**src/hw/stfb_regs.svh**
```systemverilog
`ifndef STFB_REGS_SVH
`define STFB_REGS_SVH

// ----------------------------------------
// defined bit masks, preset values
// ----------------------------------------
`define STFB_OPERATION_SUMMARY_MASK   16'h0521
`define STFB_QUESTIONABLE_SUMMARY_MASK   16'h0613
`define STFB_OPERATION_SUMMARY_PRESET 16'h0521
`define STFB_QUESTIONABLE_SUMMARY_PRESET 16'h0613
`define STFB_REG_RESET   16'h0000
`define STFB_WR_MAX      16'h7fd7

// ----------------------------------------
// status byte positions, error codes
// ----------------------------------------
`define STFB_STB_QUESTIONABLE_SUMMARY    3
`define STFB_STB_OPERATION_SUMMARY    7
`define STFB_ERR_NONE    16'h0000
`define STFB_ERR_OVF     16'hfea2
`define STFB_ERR_RANGE   16'hff22
`define STFB_VERS_YEAR   16'h07cb
`define STFB_VERS_REV    4'h0

`endif

```
**src/hw/stfb_pkg.sv**
```systemverilog
package stfb_pkg;

  // ----------------------------------------
  // remote command codes
  // ----------------------------------------
  typedef enum logic [4:0] {
    STFB_NOP      = 5'h00,
    STFB_OP_EV_RD = 5'h01,
    STFB_OP_CO_RD = 5'h02,
    STFB_OP_EN_WR = 5'h03,
    STFB_OP_EN_RD = 5'h04,
    STFB_OP_FA_WR = 5'h05,
    STFB_OP_FA_RD = 5'h06,
    STFB_OP_RI_WR = 5'h07,
    STFB_OP_RI_RD = 5'h08,
    STFB_QU_EV_RD = 5'h09,
    STFB_QU_CO_RD = 5'h0a,
    STFB_QU_EN_WR = 5'h0b,
    STFB_QU_EN_RD = 5'h0c,
    STFB_QU_FA_WR = 5'h0d,
    STFB_QU_FA_RD = 5'h0e,
    STFB_QU_RI_WR = 5'h0f,
    STFB_QU_RI_RD = 5'h10,
    STFB_PRESET   = 5'h11,
    STFB_ERR_RD   = 5'h12,
    STFB_LANG_WR  = 5'h13,
    STFB_LANG_RD  = 5'h14,
    STFB_VERS_RD  = 5'h15
  } stfb_cmd_t;

  // ----------------------------------------
  // one status group
  // ----------------------------------------
  typedef struct packed {
    logic [15:0] sync1;
    logic [15:0] sync2;
    logic [15:0] prev;
    logic [15:0] fall;
    logic [15:0] rise;
    logic [15:0] en;
    logic [15:0] ev;
  } stfb_grp_t;

endpackage

```
**src/hw/stfb_bank.sv**
```systemverilog
`timescale 1ns/100ps
`include "stfb_regs.svh"

module stfb_bank #(
  parameter int ERR_DEPTH = 8
) (
  // clock and reset
  input  wire logic              i_ref_clk,
  input  wire logic              i_rst,
  // live status pins
  input  wire logic [15:0]       i_operation_summary_cond,
  input  wire logic [15:0]       i_questionable_summary_cond,
  // remote command
  input  wire stfb_pkg::stfb_cmd_t i_cmd,
  input  wire logic [15:0]       i_cmd_data,
  // error reports
  input  wire logic              i_err_valid,
  input  wire logic [15:0]       i_err_code,
  input  wire logic              i_err_local,
  // stored language
  input  wire logic              i_nv_lang,
  // answers
  output logic                   o_rsp_valid,
  output logic [15:0]            o_rsp_data,
  output logic [3:0]             o_rsp_aux,
  // status and language
  output logic [7:0]             o_status_byte,
  output logic                   o_lang,
  output logic                   o_nv_store,
  output logic                   o_recall0
);

  localparam int PW = (ERR_DEPTH > 1) ? $clog2(ERR_DEPTH) : 1;
  localparam int CW = $clog2(ERR_DEPTH + 1);

  // ----------------------------------------
  // elaboration check
  // ----------------------------------------
  // a single slot could not hold an entry beside the overflow marker
  if (ERR_DEPTH < 2) begin : g_chk
    $error("ERR_DEPTH must be at least 2");
  end

  // ----------------------------------------
  // state
  // ----------------------------------------
  typedef struct packed {
    stfb_pkg::stfb_grp_t             op;
    stfb_pkg::stfb_grp_t             qu;
    logic [ERR_DEPTH-1:0][15:0]      q;
    logic [PW-1:0]                   rp;
    logic [CW-1:0]                   cnt;
    logic                            lang;
    logic                            lang_ok;
    logic                            nv_we;
    logic                            rcl;
    logic                            rsp_v;
    logic [15:0]                     rsp_d;
    logic [3:0]                      rsp_x;
    logic [7:0]                      stb;
  } stfb_state_t;

  stfb_state_t r;
  stfb_state_t nxt;

  // ----------------------------------------
  // helpers
  // ----------------------------------------
  // ring index a given distance after the read pointer
  // wraps by subtraction, so the depth need not be a power of two
  function automatic logic [PW-1:0] ring(input logic [PW-1:0] base, input logic [CW-1:0] off);
    int s;
    s = int'(base) + int'(off);
    if (s >= ERR_DEPTH) begin
      s = s - ERR_DEPTH;
    end
    return PW'(s);
  endfunction

  // filtered transitions, plus events raised by newly set filter bits
  // a filter bit turning on while its condition already sits at the
  // watched level counts as a transition; preset writes count too
  function automatic logic [15:0] trans(input logic [15:0] cur, input logic [15:0] prv,
                                        input logic [15:0] fa, input logic [15:0] ri,
                                        input logic [15:0] fa_o, input logic [15:0] ri_o);
    logic [15:0] dn;
    logic [15:0] up;
    dn = prv & ~cur & fa;
    up = ~prv & cur & ri;
    return dn | up | (fa & ~fa_o & ~cur) | (ri & ~ri_o & cur);
  endfunction

  // write value within the accepted range
  function automatic logic in_range(input logic [15:0] v);
    return v <= `STFB_WR_MAX;
  endfunction

  // commands that return an answer; unknown codes stay silent
  function automatic logic is_query(input stfb_pkg::stfb_cmd_t c);
    return c inside {stfb_pkg::STFB_OP_EV_RD, stfb_pkg::STFB_OP_CO_RD, stfb_pkg::STFB_OP_EN_RD,
                     stfb_pkg::STFB_OP_FA_RD, stfb_pkg::STFB_OP_RI_RD, stfb_pkg::STFB_QU_EV_RD,
                     stfb_pkg::STFB_QU_CO_RD, stfb_pkg::STFB_QU_EN_RD, stfb_pkg::STFB_QU_FA_RD,
                     stfb_pkg::STFB_QU_RI_RD, stfb_pkg::STFB_ERR_RD, stfb_pkg::STFB_LANG_RD,
                     stfb_pkg::STFB_VERS_RD};
  endfunction

  // filter and enable writes, the ones checked against the range
  function automatic logic is_write(input stfb_pkg::stfb_cmd_t c);
    return c inside {stfb_pkg::STFB_OP_EN_WR, stfb_pkg::STFB_OP_FA_WR, stfb_pkg::STFB_OP_RI_WR,
                     stfb_pkg::STFB_QU_EN_WR, stfb_pkg::STFB_QU_FA_WR, stfb_pkg::STFB_QU_RI_WR};
  endfunction

  // ----------------------------------------
  // next state
  // ----------------------------------------
  always_comb begin
    logic        wr;
    logic        bad;
    logic        pop;
    logic [1:0]  pv;
    logic [15:0] pc [2];
    logic [CW-1:0] ca;
    logic [15:0] oc;
    logic [15:0] qc;
    logic [15:0] oev;
    logic [15:0] qev;
    nxt = r;
    wr = 1'b0;
    bad = 1'b0;
    pop = 1'b0;
    pv = 2'b00;
    pc[0] = i_err_code;
    pc[1] = `STFB_ERR_RANGE;
    ca = r.cnt;
    oev = 16'h0000;
    qev = 16'h0000;
    nxt.rsp_v = 1'b0;
    nxt.rsp_d = `STFB_ERR_NONE;
    nxt.rsp_x = 4'h0;
    nxt.nv_we = 1'b0;
    nxt.rcl = 1'b0;

    // pin synchronisers, then defined-bit masking
    // two flops on every status pin before any logic reads it
    nxt.op.sync1 = i_operation_summary_cond;
    nxt.qu.sync1 = i_questionable_summary_cond;
    nxt.op.sync2 = r.op.sync1;
    nxt.qu.sync2 = r.qu.sync1;
    oc = r.op.sync2 & `STFB_OPERATION_SUMMARY_MASK;
    qc = r.qu.sync2 & `STFB_QUESTIONABLE_SUMMARY_MASK;
    nxt.op.prev = oc;
    nxt.qu.prev = qc;

    // strapped language caught once after reset
    // later switches overwrite it, the stored copy is read only once
    if (!r.lang_ok) begin
      nxt.lang = i_nv_lang;
      nxt.lang_ok = 1'b1;
    end

    // command decode; only queries answer, unknown codes are ignored
    wr = is_write(i_cmd);
    bad = wr && !in_range(i_cmd_data);
    nxt.rsp_v = is_query(i_cmd);
    unique case (i_cmd)
      // register and condition queries
      stfb_pkg::STFB_OP_EV_RD: nxt.rsp_d = r.op.ev;
      stfb_pkg::STFB_OP_CO_RD: nxt.rsp_d = oc;
      stfb_pkg::STFB_OP_EN_RD: nxt.rsp_d = r.op.en;
      stfb_pkg::STFB_OP_FA_RD: nxt.rsp_d = r.op.fall;
      stfb_pkg::STFB_OP_RI_RD: nxt.rsp_d = r.op.rise;
      stfb_pkg::STFB_QU_EV_RD: nxt.rsp_d = r.qu.ev;
      stfb_pkg::STFB_QU_CO_RD: nxt.rsp_d = qc;
      stfb_pkg::STFB_QU_EN_RD: nxt.rsp_d = r.qu.en;
      stfb_pkg::STFB_QU_FA_RD: nxt.rsp_d = r.qu.fall;
      stfb_pkg::STFB_QU_RI_RD: nxt.rsp_d = r.qu.rise;
      // filter and enable writes, dropped when out of range
      stfb_pkg::STFB_OP_EN_WR: if (!bad) nxt.op.en = i_cmd_data;
      stfb_pkg::STFB_OP_FA_WR: if (!bad) nxt.op.fall = i_cmd_data;
      stfb_pkg::STFB_OP_RI_WR: if (!bad) nxt.op.rise = i_cmd_data;
      stfb_pkg::STFB_QU_EN_WR: if (!bad) nxt.qu.en = i_cmd_data;
      stfb_pkg::STFB_QU_FA_WR: if (!bad) nxt.qu.fall = i_cmd_data;
      stfb_pkg::STFB_QU_RI_WR: if (!bad) nxt.qu.rise = i_cmd_data;
      // preset, error queue, language and version
      stfb_pkg::STFB_PRESET: begin
        nxt.op.fall = `STFB_REG_RESET;
        nxt.qu.fall = `STFB_REG_RESET;
        nxt.op.en = `STFB_REG_RESET;
        nxt.qu.en = `STFB_REG_RESET;
        nxt.op.rise = `STFB_OPERATION_SUMMARY_PRESET;
        nxt.qu.rise = `STFB_QUESTIONABLE_SUMMARY_PRESET;
      end
      stfb_pkg::STFB_ERR_RD: begin
        if (r.cnt != '0) begin
          nxt.rsp_d = r.q[r.rp];
          pop = 1'b1;
        end else begin
          nxt.rsp_d = `STFB_ERR_NONE;
        end
      end
      stfb_pkg::STFB_LANG_WR: begin
        nxt.lang = i_cmd_data[0];
        nxt.lang_ok = 1'b1;
        nxt.nv_we = 1'b1;
        nxt.rcl = 1'b1;
      end
      stfb_pkg::STFB_LANG_RD: nxt.rsp_d = {15'h0000, r.lang};
      stfb_pkg::STFB_VERS_RD: begin
        nxt.rsp_d = `STFB_VERS_YEAR;
        nxt.rsp_x = `STFB_VERS_REV;
      end
      default: ;
    endcase

    // filtered transitions of both groups, next-cycle filters included
    oev = trans(oc, r.op.prev, nxt.op.fall, nxt.op.rise, r.op.fall, r.op.rise);
    qev = trans(qc, r.qu.prev, nxt.qu.fall, nxt.qu.rise, r.qu.fall, r.qu.rise);
    // unused positions never latch, not even through a filter write
    oev = oev & `STFB_OPERATION_SUMMARY_MASK;
    qev = qev & `STFB_QUESTIONABLE_SUMMARY_MASK;
    // events: read clears, a new event in the same cycle wins
    nxt.op.ev = ((i_cmd == stfb_pkg::STFB_OP_EV_RD) ? 16'h0000 : r.op.ev) | oev;
    nxt.qu.ev = ((i_cmd == stfb_pkg::STFB_QU_EV_RD) ? 16'h0000 : r.qu.ev) | qev;

    // summary bits of the status byte
    // built from next-state events so the byte never lags the registers
    nxt.stb = 8'h00;
    nxt.stb[`STFB_STB_QUESTIONABLE_SUMMARY] = |(nxt.qu.ev & nxt.qu.en);
    nxt.stb[`STFB_STB_OPERATION_SUMMARY] = |(nxt.op.ev & nxt.op.en);

    // error queue: pop first, then up to two pushes
    // range error goes in after the external one; a full queue keeps its count
    if (pop) begin
      nxt.rp = ring(r.rp, CW'(1));
      ca = r.cnt - CW'(1);
    end
    pv[0] = i_err_valid && !i_err_local;
    pv[1] = bad;
    for (int k = 0; k < 2; k++) begin
      if (pv[k]) begin
        if (ca < CW'(ERR_DEPTH)) begin
          nxt.q[ring(nxt.rp, ca)] = pc[k];
          ca = ca + CW'(1);
        end else begin
          nxt.q[ring(nxt.rp, CW'(ERR_DEPTH - 1))] = `STFB_ERR_OVF;
        end
      end
    end
    nxt.cnt = ca;
  end

  // ----------------------------------------
  // state register
  // ----------------------------------------
  // whole state in one register; reset leaves filters and enables at zero
  always_ff @(posedge i_ref_clk or posedge i_rst) begin
    if (i_rst) begin
      r <= '0;
    end else begin
      r <= nxt;
    end
  end

  // ----------------------------------------
  // outputs
  // ----------------------------------------
  // every output straight from the state register
  assign o_rsp_valid   = r.rsp_v;
  assign o_rsp_data    = r.rsp_d;
  assign o_rsp_aux     = r.rsp_x;
  assign o_status_byte = r.stb;
  assign o_lang        = r.lang;
  assign o_nv_store    = r.nv_we;
  assign o_recall0     = r.rcl;

endmodule

```
**config.mk**
```make
export PLATFORM = sky130hd
export DESIGN_NAME = stfb_bank
export DESIGN_NICKNAME = d
export VERILOG_FILES = /design/src/hw/stfb_pkg.sv /design/src/hw/stfb_bank.sv
export VERILOG_INCLUDE_DIRS = /design/src /design/src/hw
export SDC_FILE = /design/constraint.sdc
export NUM_CORES = 1
export LEC_CHECK = 0
export BUFFER_PORTS_ARGS = -buffer_cell sky130_fd_sc_hd__buf_2
export CAP_MARGIN = 5
export CORE_ASPECT_RATIO = 1.75
export CORE_MARGIN = 4
export CORE_UTILIZATION = 60
export DETAILED_ROUTE_END_ITERATION = 7
export PLACE_DENSITY = 0.79
export SLEW_MARGIN = 15
export SYNTH_ARGS = -nofsm -noshare
export SYNTH_HDL_FRONTEND = slang
export SYNTH_SLANG_ARGS = --single-unit
```
**constraint.sdc**
```tcl
create_clock -name i_ref_clk -period 18.01 [get_ports i_ref_clk]
set_input_delay 0.9005 -clock i_ref_clk [delete_from_list [all_inputs] [get_ports i_ref_clk]]
set_output_delay 0.9005 -clock i_ref_clk [all_outputs]
set_load 0.03 [all_outputs]
```
# Yosys cells after proc, flatten, opt, wreduce, memory -nomap -nowiden

Cells that the tools add are included.

Muxes and demuxes: 53
$add $sub $neg: 11
Reductions and logical operators: 13
Bitwise logic cells: 43
Order comparisons: 16
Eq/ne operators: 22

Operators with widths:

| operator             | count |
|---|---|
| $mux 128             | 4 |
| $or 80x80->80        | 3 |
| $mux 16              | 14 |
| $pmux 16 s13         | 1 |
| $demux 16 s3         | 4 |
| $pmux 16 s2          | 6 |
| $and 11x11->11       | 16 |
| $and 48x48->48       | 3 |
| $not 48->48          | 3 |
| $bwmux 128           | 1 |
| $not 11->11          | 8 |
| $or 11x11->11        | 6 |
| $bmux 16 s3          | 1 |
| $eq 5x4->1 const B   | 8 |
| $mux 3               | 13 |
| $and 16x16->16       | 2 |
| $or 16x11->16        | 2 |
| $reduce_or 16->1     | 2 |
| $eq 5x5->1 const B   | 6 |
| $mux 4               | 6 |
| $eq 5x3->1 const B   | 4 |
| $lt 3x4->1 const B   | 5 |
| $le 16x15->1 const B | 1 |
| $reduce_bool 13->1   | 1 |
| 19 further kinds     | 38 |

Input bits: 74
Output and inout bits: 32
Logic and storage cells: 189
Bits in registers: 339

# Longest topological paths before layout

Word-level depth: 20
Mapped depth: 21
Mapped depth without buffers: 16

# Worst setup path after synthesis

OpenSTA, ideal clock, no wires.

Path kind: input-to-reg
Start: input port i_cmd[2]
End: register r[153] (netlist bit)
Path slack: 13,436 ps
Required time: 17,878 ps
Buffers on the path: 3
Library setup time: 132 ps
Stages: 17
Data arrival time: 4,443 ps
Cell sequence: buf_2 > or3b_1 > buf_2 > nor3_4 > xnor2_1 > inv_1 > ha_1 > mux2i_1 > inv_1 > fa_1 > xnor2_1 > xnor2_1 > xnor3_1 > buf_2 > and4_1 > nor2_2 > nand2_1

RTL lines:

| what                 | line             | source |
|---|---|---|
| start, declared      | stfb_bank.sv:14  | `input wire stfb_pkg::stfb_cmd_t i_cmd,` |
| end signal, assigned | stfb_bank.sv:260 | `r <= nxt;` |
| end, declared        | stfb_bank.sv:63  | `stfb_state_t r;` |

==> results.md <==
- The first-pass GRT wire length is 71800 microns.
- Along the worst path, the maximum fanout reaches 16.
- TritonCTS built the clock tree.
- Using the TritonRoute via totals, the vias-per-cell ratio works out to approximately 7.
- The number of pins exceeding their max-slew limit in the final report is 0.
- The internal power of the cells totals ~1.6 mW.
- After clock tree synthesis, the setup repair step added 0 buffers.
- STA classifies the critical path startpoint as a primary input.
- The switching power of the nets is 864 uW.
- The full die area is roughly 29000 sq um.
- The number of antenna diodes in the final layout is 0.
- The total core area is roughly 25000 sq um.
- Of the total power, registers draw between 30% and 40%.
- The switching portion of total power is roughly a third.
- Synthesis produced 1545 cells.
- The worst setup path is captured at a flop.
- Once detail routing completed, the nets flagged for antenna violations numbered 0.
- The number of antenna violations at the first check in global routing is 0.
- From synthesis to final layout, the design area changed by 9.19%.
- The count of flip-flops with a built-in enable after synthesis is 0.
- The first detailed-routing pass took 7 iterations.
- The clock slew at the register clock pins of the worst setup and hold paths is about 0.070 ns.
- The total detailed-routing wirelength is 45600 microns.
- Headroom to the max-slew limit came out at about a quarter.
- In this run the horizontal extent of the chip is around 130 microns.
- The beginning of the worst register-to-register path is r[33].
- The end of the worst register-to-register path is r[44].
- The net count of the finished layout is between 1500 and 2000.
- For this design the ratio of total power to cell area is 147 nW/um^2.
- The share of async-settable or async-resettable flops after synthesis is between 90% and 100%.
- The analysis attributes to cell leakage a power of between 7 and 8 nW.
- Grouping stages by cell kind, the critical path spends the most delay in simple AND/OR/NAND/NOR gates.
- The required time at the endpoint of the critical path is roughly 18 ns.
- The total of cells resized after clock tree synthesis is 0.
- The residual DRC count is 0.
- For this design the top-level I/O count stands at between 100 and 150.
- At the later pin of the worst-skew pair, clock insertion delay measures approximately 0.58 ns.
- The leftover overflow at the end of global routing is 0.
- In this run, the combinational gates consume about a third of the power.
- The worst hold-check slack is around 0.33 ns.
- The clock root buffer is sky130_fd_sc_hd__clkbuf_16.
- Setup violations remaining at the end of the flow were counted as 0.
- The maximum number of pins on one net before global-route repair is around 180.
- Among all flip-flop cells after synthesis, the most frequent one is sky130_fd_sc_hd__dfrtp_1.
- The setup check on the worst reg-to-reg path leaves a slack of 12.51 ns.
- The slew at the pin with the worst max-slew slack is 1.13 ns.
- Setup repair after global routing left no endpoint under its margin.
- CTS built an H-tree with a depth of 1.
- The number of unique standard cell types used by synthesis is 88.
- Power comes to around 2.5 mW.
- The clock buffer count from CTS is 29.
- The worst hold path belongs to the class reg2reg.
- The final number of hold-violating endpoints came to 0.
- Yosys printed 0 warnings.
- The final period utilization is around 30%.
- The synthesis-stage register bit count is around 310.
- STA puts the critical path data arrival time at ~6.0 ns.
- The final core area utilization is around two thirds.
- The kind of critical path is in2reg.
- For this design, the slowest cell found on the critical path is sky130_fd_sc_hd__xor2_1.
- At the end of routability-driven placement, the weighted congestion stood at about 1.
- Setup total negative slack on the finished layout was measured at 0 ns.
- Based on the critical path, the design can be clocked at up to around 0.18 GHz.
- The filler cells instantiated in the layout total between 2000 and 2500.
- The worst-case vdd ir drop is between 0.0001 and 0.00015 V.
- The number of global-route vias before repair was ~13000.
- For this block, the initial DRC count from the detailed router was 1205.
- The number of buffers and inverters on the critical path is 2.
- The run finished with clean final reports.
- In the final routed layout, each cell accounts on average for 24.4 microns.
- Buffers placed on the I/O ports in this run total between 70 and 80.
- The worst register-to-register path has a depth of 15.
- The number of buffers between clock root and the deepest sink is 3.
- The clock network power share is roughly 29%.
- Traced cell by cell, the critical path runs through buf_2 > nor2b_1 > nand4_2 > xor2_1 > nand2_1 > mux2i_1 > inv_1 > fa_1 > xnor2_1 > xnor2_1 > xnor3_1 > nand3b_1 > o21ai_0 > nor2_1.
- The count of hold buffers inserted by post-cts repair is 0.
- Once the floorplan was initialized, standard cells occupied approximately three fifths of the core.
- In this run the most critical hold path is launched from nxt[360].
- Detailed routing inserted a total of about 13000 vias.
- The share of synthesized area occupied by flip-flops and latches is between 50% and 60%.
- The number of cells traversed by the worst hold path is 0.
- Of the cells placed in the final design, the portion with a size suffix greater than 1 is 14.6%.
- The largest single stage delay on the critical path is about 0.9 ns.
- Across the routed clock network, the largest skew measured is 0.0274 ns.
- Counting every sink on the clock net gives 312.
- The HPWL reported at the end of detailed placement is 31500 microns.
- The all-layer global routing usage is between 30% and 40%.
- Measured along the y axis, the die boundary spans around 220 microns.
- The end point of the most critical hold path is nxt[344].
- After synthesis, the mean cell area works out to roughly 10 sq um.
- The mapped netlist covers ~15000 sq um.
- The dominant cell type by count on the critical path is sky130_fd_sc_hd__xnor2_1.
- The max-capacitance violation count is 0.
- The post-layout minimum cycle time is roughly 5.5 ns.
- Row generation in the floorplan step produced between 70 and 80 rows.
[power groups by stage]
| stage | Sequential (mW) | Combinational (mW) | Clock [mW] |
|---|---|---|---|
| 6_report | 0.973 | 0.793 | 0.713 |
| 5_1_grt | 0.986 | 0.864 | 0.748 |
| 4_1_cts | 0.967 | 0.785 | 0.720 |
| 3_5_place_dp | 0.979 | 0.777 | 0 |
| 3_3_place_gp | 0.970 | 0.754 | 0 |
| 2_1_floorplan | 0.942 | 0.627 | 0 |
[registers in the layout, indices dropped and copies added (netlist names), named ones only]
signal,cells
o_lang,1
o_status_byte,2
o_rsp_valid,1
o_nv_store,1
o_rsp_data,16
r,247
nxt,18
[cell usage after synthesis, types with 17 or more instances]
cell	n	area [sq um]
sky130_fd_sc_hd__nand3_1	55	275
sky130_fd_sc_hd__dfrtp_1	312	7810
sky130_fd_sc_hd__a21oi_1	26	130
sky130_fd_sc_hd__mux2i_1	21	210
sky130_fd_sc_hd__buf_2	23	115
sky130_fd_sc_hd__and2_1	30	188
sky130_fd_sc_hd__o21ai_0	112	561
sky130_fd_sc_hd__clkbuf_1	68	255
sky130_fd_sc_hd__nor3_1	43	215
sky130_fd_sc_hd__nor2_1	90	338
sky130_fd_sc_hd__buf_4	32	240
sky130_fd_sc_hd__inv_1	23	86.3
sky130_fd_sc_hd__a22oi_1	68	510
sky130_fd_sc_hd__nand2_1	261	980
sky130_fd_sc_hd__mux4_2	32	721
sky130_fd_sc_hd__a221oi_1	18	158
sky130_fd_sc_hd__buf_1	17	63.8
sky130_fd_sc_hd__o22ai_1	56	350
[metal layers]
layer | track usage, % | share of wire (%) | vias up | routed length (microns)
met4 | 21.2 | 7.6 | 0 | 3460
met3 | 4.42 | 6.7 | 205 | 3070
met1 | 36.6 | 33 | 6326 | 15300
li1 | - | - | 5559 | -
met2 | 57.0 | 52 | 716 | 23800
met5 | 0 | 0 | - | 0
[cells by family after synthesis]
kind of cell | Yosys count | synth area share (%)
AND/OR/NAND/NOR | 565 | 17.4
AO/OA/AOI/OAI | 414 | 18.3
flip-flops | 312 | 50.5
other | 2 | 0.0486
buffers and inverters | 166 | 5.06
multiplexers | 55 | 6.16
adder cells (fa/ha/maj) | 9 | 0.825
XOR/XNOR | 22 | 1.75
[through the flow]
step / instances / cell area, sq um / setup slack (ns)
after floorplan: 1554 / 15500 / 8.48
after global placement: 1818 / 15800 / 12.20
after detailed placement: 1818 / 15800 / 12.08
after CTS: 1869 / 16900 / 12.66
after global routing: 1869 / 16900 / 12.18
final: 1869 / 16900 / 12.46
[how the worst max path moves through the flow]
stage               startpoint   endpoint  slack (ns)  cells past startpoint
floorplan                i_rst  async pin        8.48                      1
global placement      i_cmd[4]      r[67]       12.20                     14
detailed placement    i_cmd[4]      r[44]       12.08                     14
CTS                   i_cmd[4]      r[69]       12.66                     14
global route          i_cmd[4]      r[66]       12.18                     14
finish                i_cmd[4]      r[44]       12.46                     14
[layout by cell type, fill, tap and decap left out, types with 6 or more instances in the layout]
cell,count
sky130_fd_sc_hd__clkbuf_8,7
sky130_fd_sc_hd__a31oi_1,14
sky130_fd_sc_hd__bufinv_16,8
sky130_fd_sc_hd__buf_4,18
sky130_fd_sc_hd__a221oi_1,18
sky130_fd_sc_hd__nand4_1,11
sky130_fd_sc_hd__buf_2,72
sky130_fd_sc_hd__nor2_2,8
sky130_fd_sc_hd__mux4_2,32
sky130_fd_sc_hd__o211ai_1,8
sky130_fd_sc_hd__and2_1,30
sky130_fd_sc_hd__conb_1,11
sky130_fd_sc_hd__o21a_1,6
sky130_fd_sc_hd__ha_1,7
sky130_fd_sc_hd__or3_1,9
sky130_fd_sc_hd__nand2b_1,7
sky130_fd_sc_hd__mux2i_1,21
sky130_fd_sc_hd__a211oi_1,10
sky130_fd_sc_hd__a21oi_1,26
sky130_fd_sc_hd__nand2_1,261
sky130_fd_sc_hd__nor3_2,6
sky130_fd_sc_hd__o2111ai_1,8
sky130_fd_sc_hd__a222oi_1,9
sky130_fd_sc_hd__a22oi_1,68
sky130_fd_sc_hd__xnor2_1,12
sky130_fd_sc_hd__dfrtp_1,311
sky130_fd_sc_hd__o31ai_1,6
sky130_fd_sc_hd__nand3_1,54
sky130_fd_sc_hd__o21ai_0,112
sky130_fd_sc_hd__nor2_1,87
sky130_fd_sc_hd__o22ai_1,56
sky130_fd_sc_hd__o221ai_1,11
sky130_fd_sc_hd__nor3_1,38
sky130_fd_sc_hd__nor2b_1,6
sky130_fd_sc_hd__clkbuf_16,29
sky130_fd_sc_hd__a22o_1,14
sky130_fd_sc_hd__inv_1,22
[layout make-up]
cell class / count / area, sq um / share of cell area [%]
Sequential cell: 312 / 7810 / 46.2
Clock inverter: 14 / 294 / 1.74
Clock buffer: 37 / 826 / 4.89
Timing Repair Buffer: 91 / 515 / 3.05
Tap cell: 316 / 395 / 2.34
Multi-Input combinational cell: 1076 / 6950 / 41.2
Inverter: 23 / 93.8 / 0.556
(Power assumes the default switching activity.)
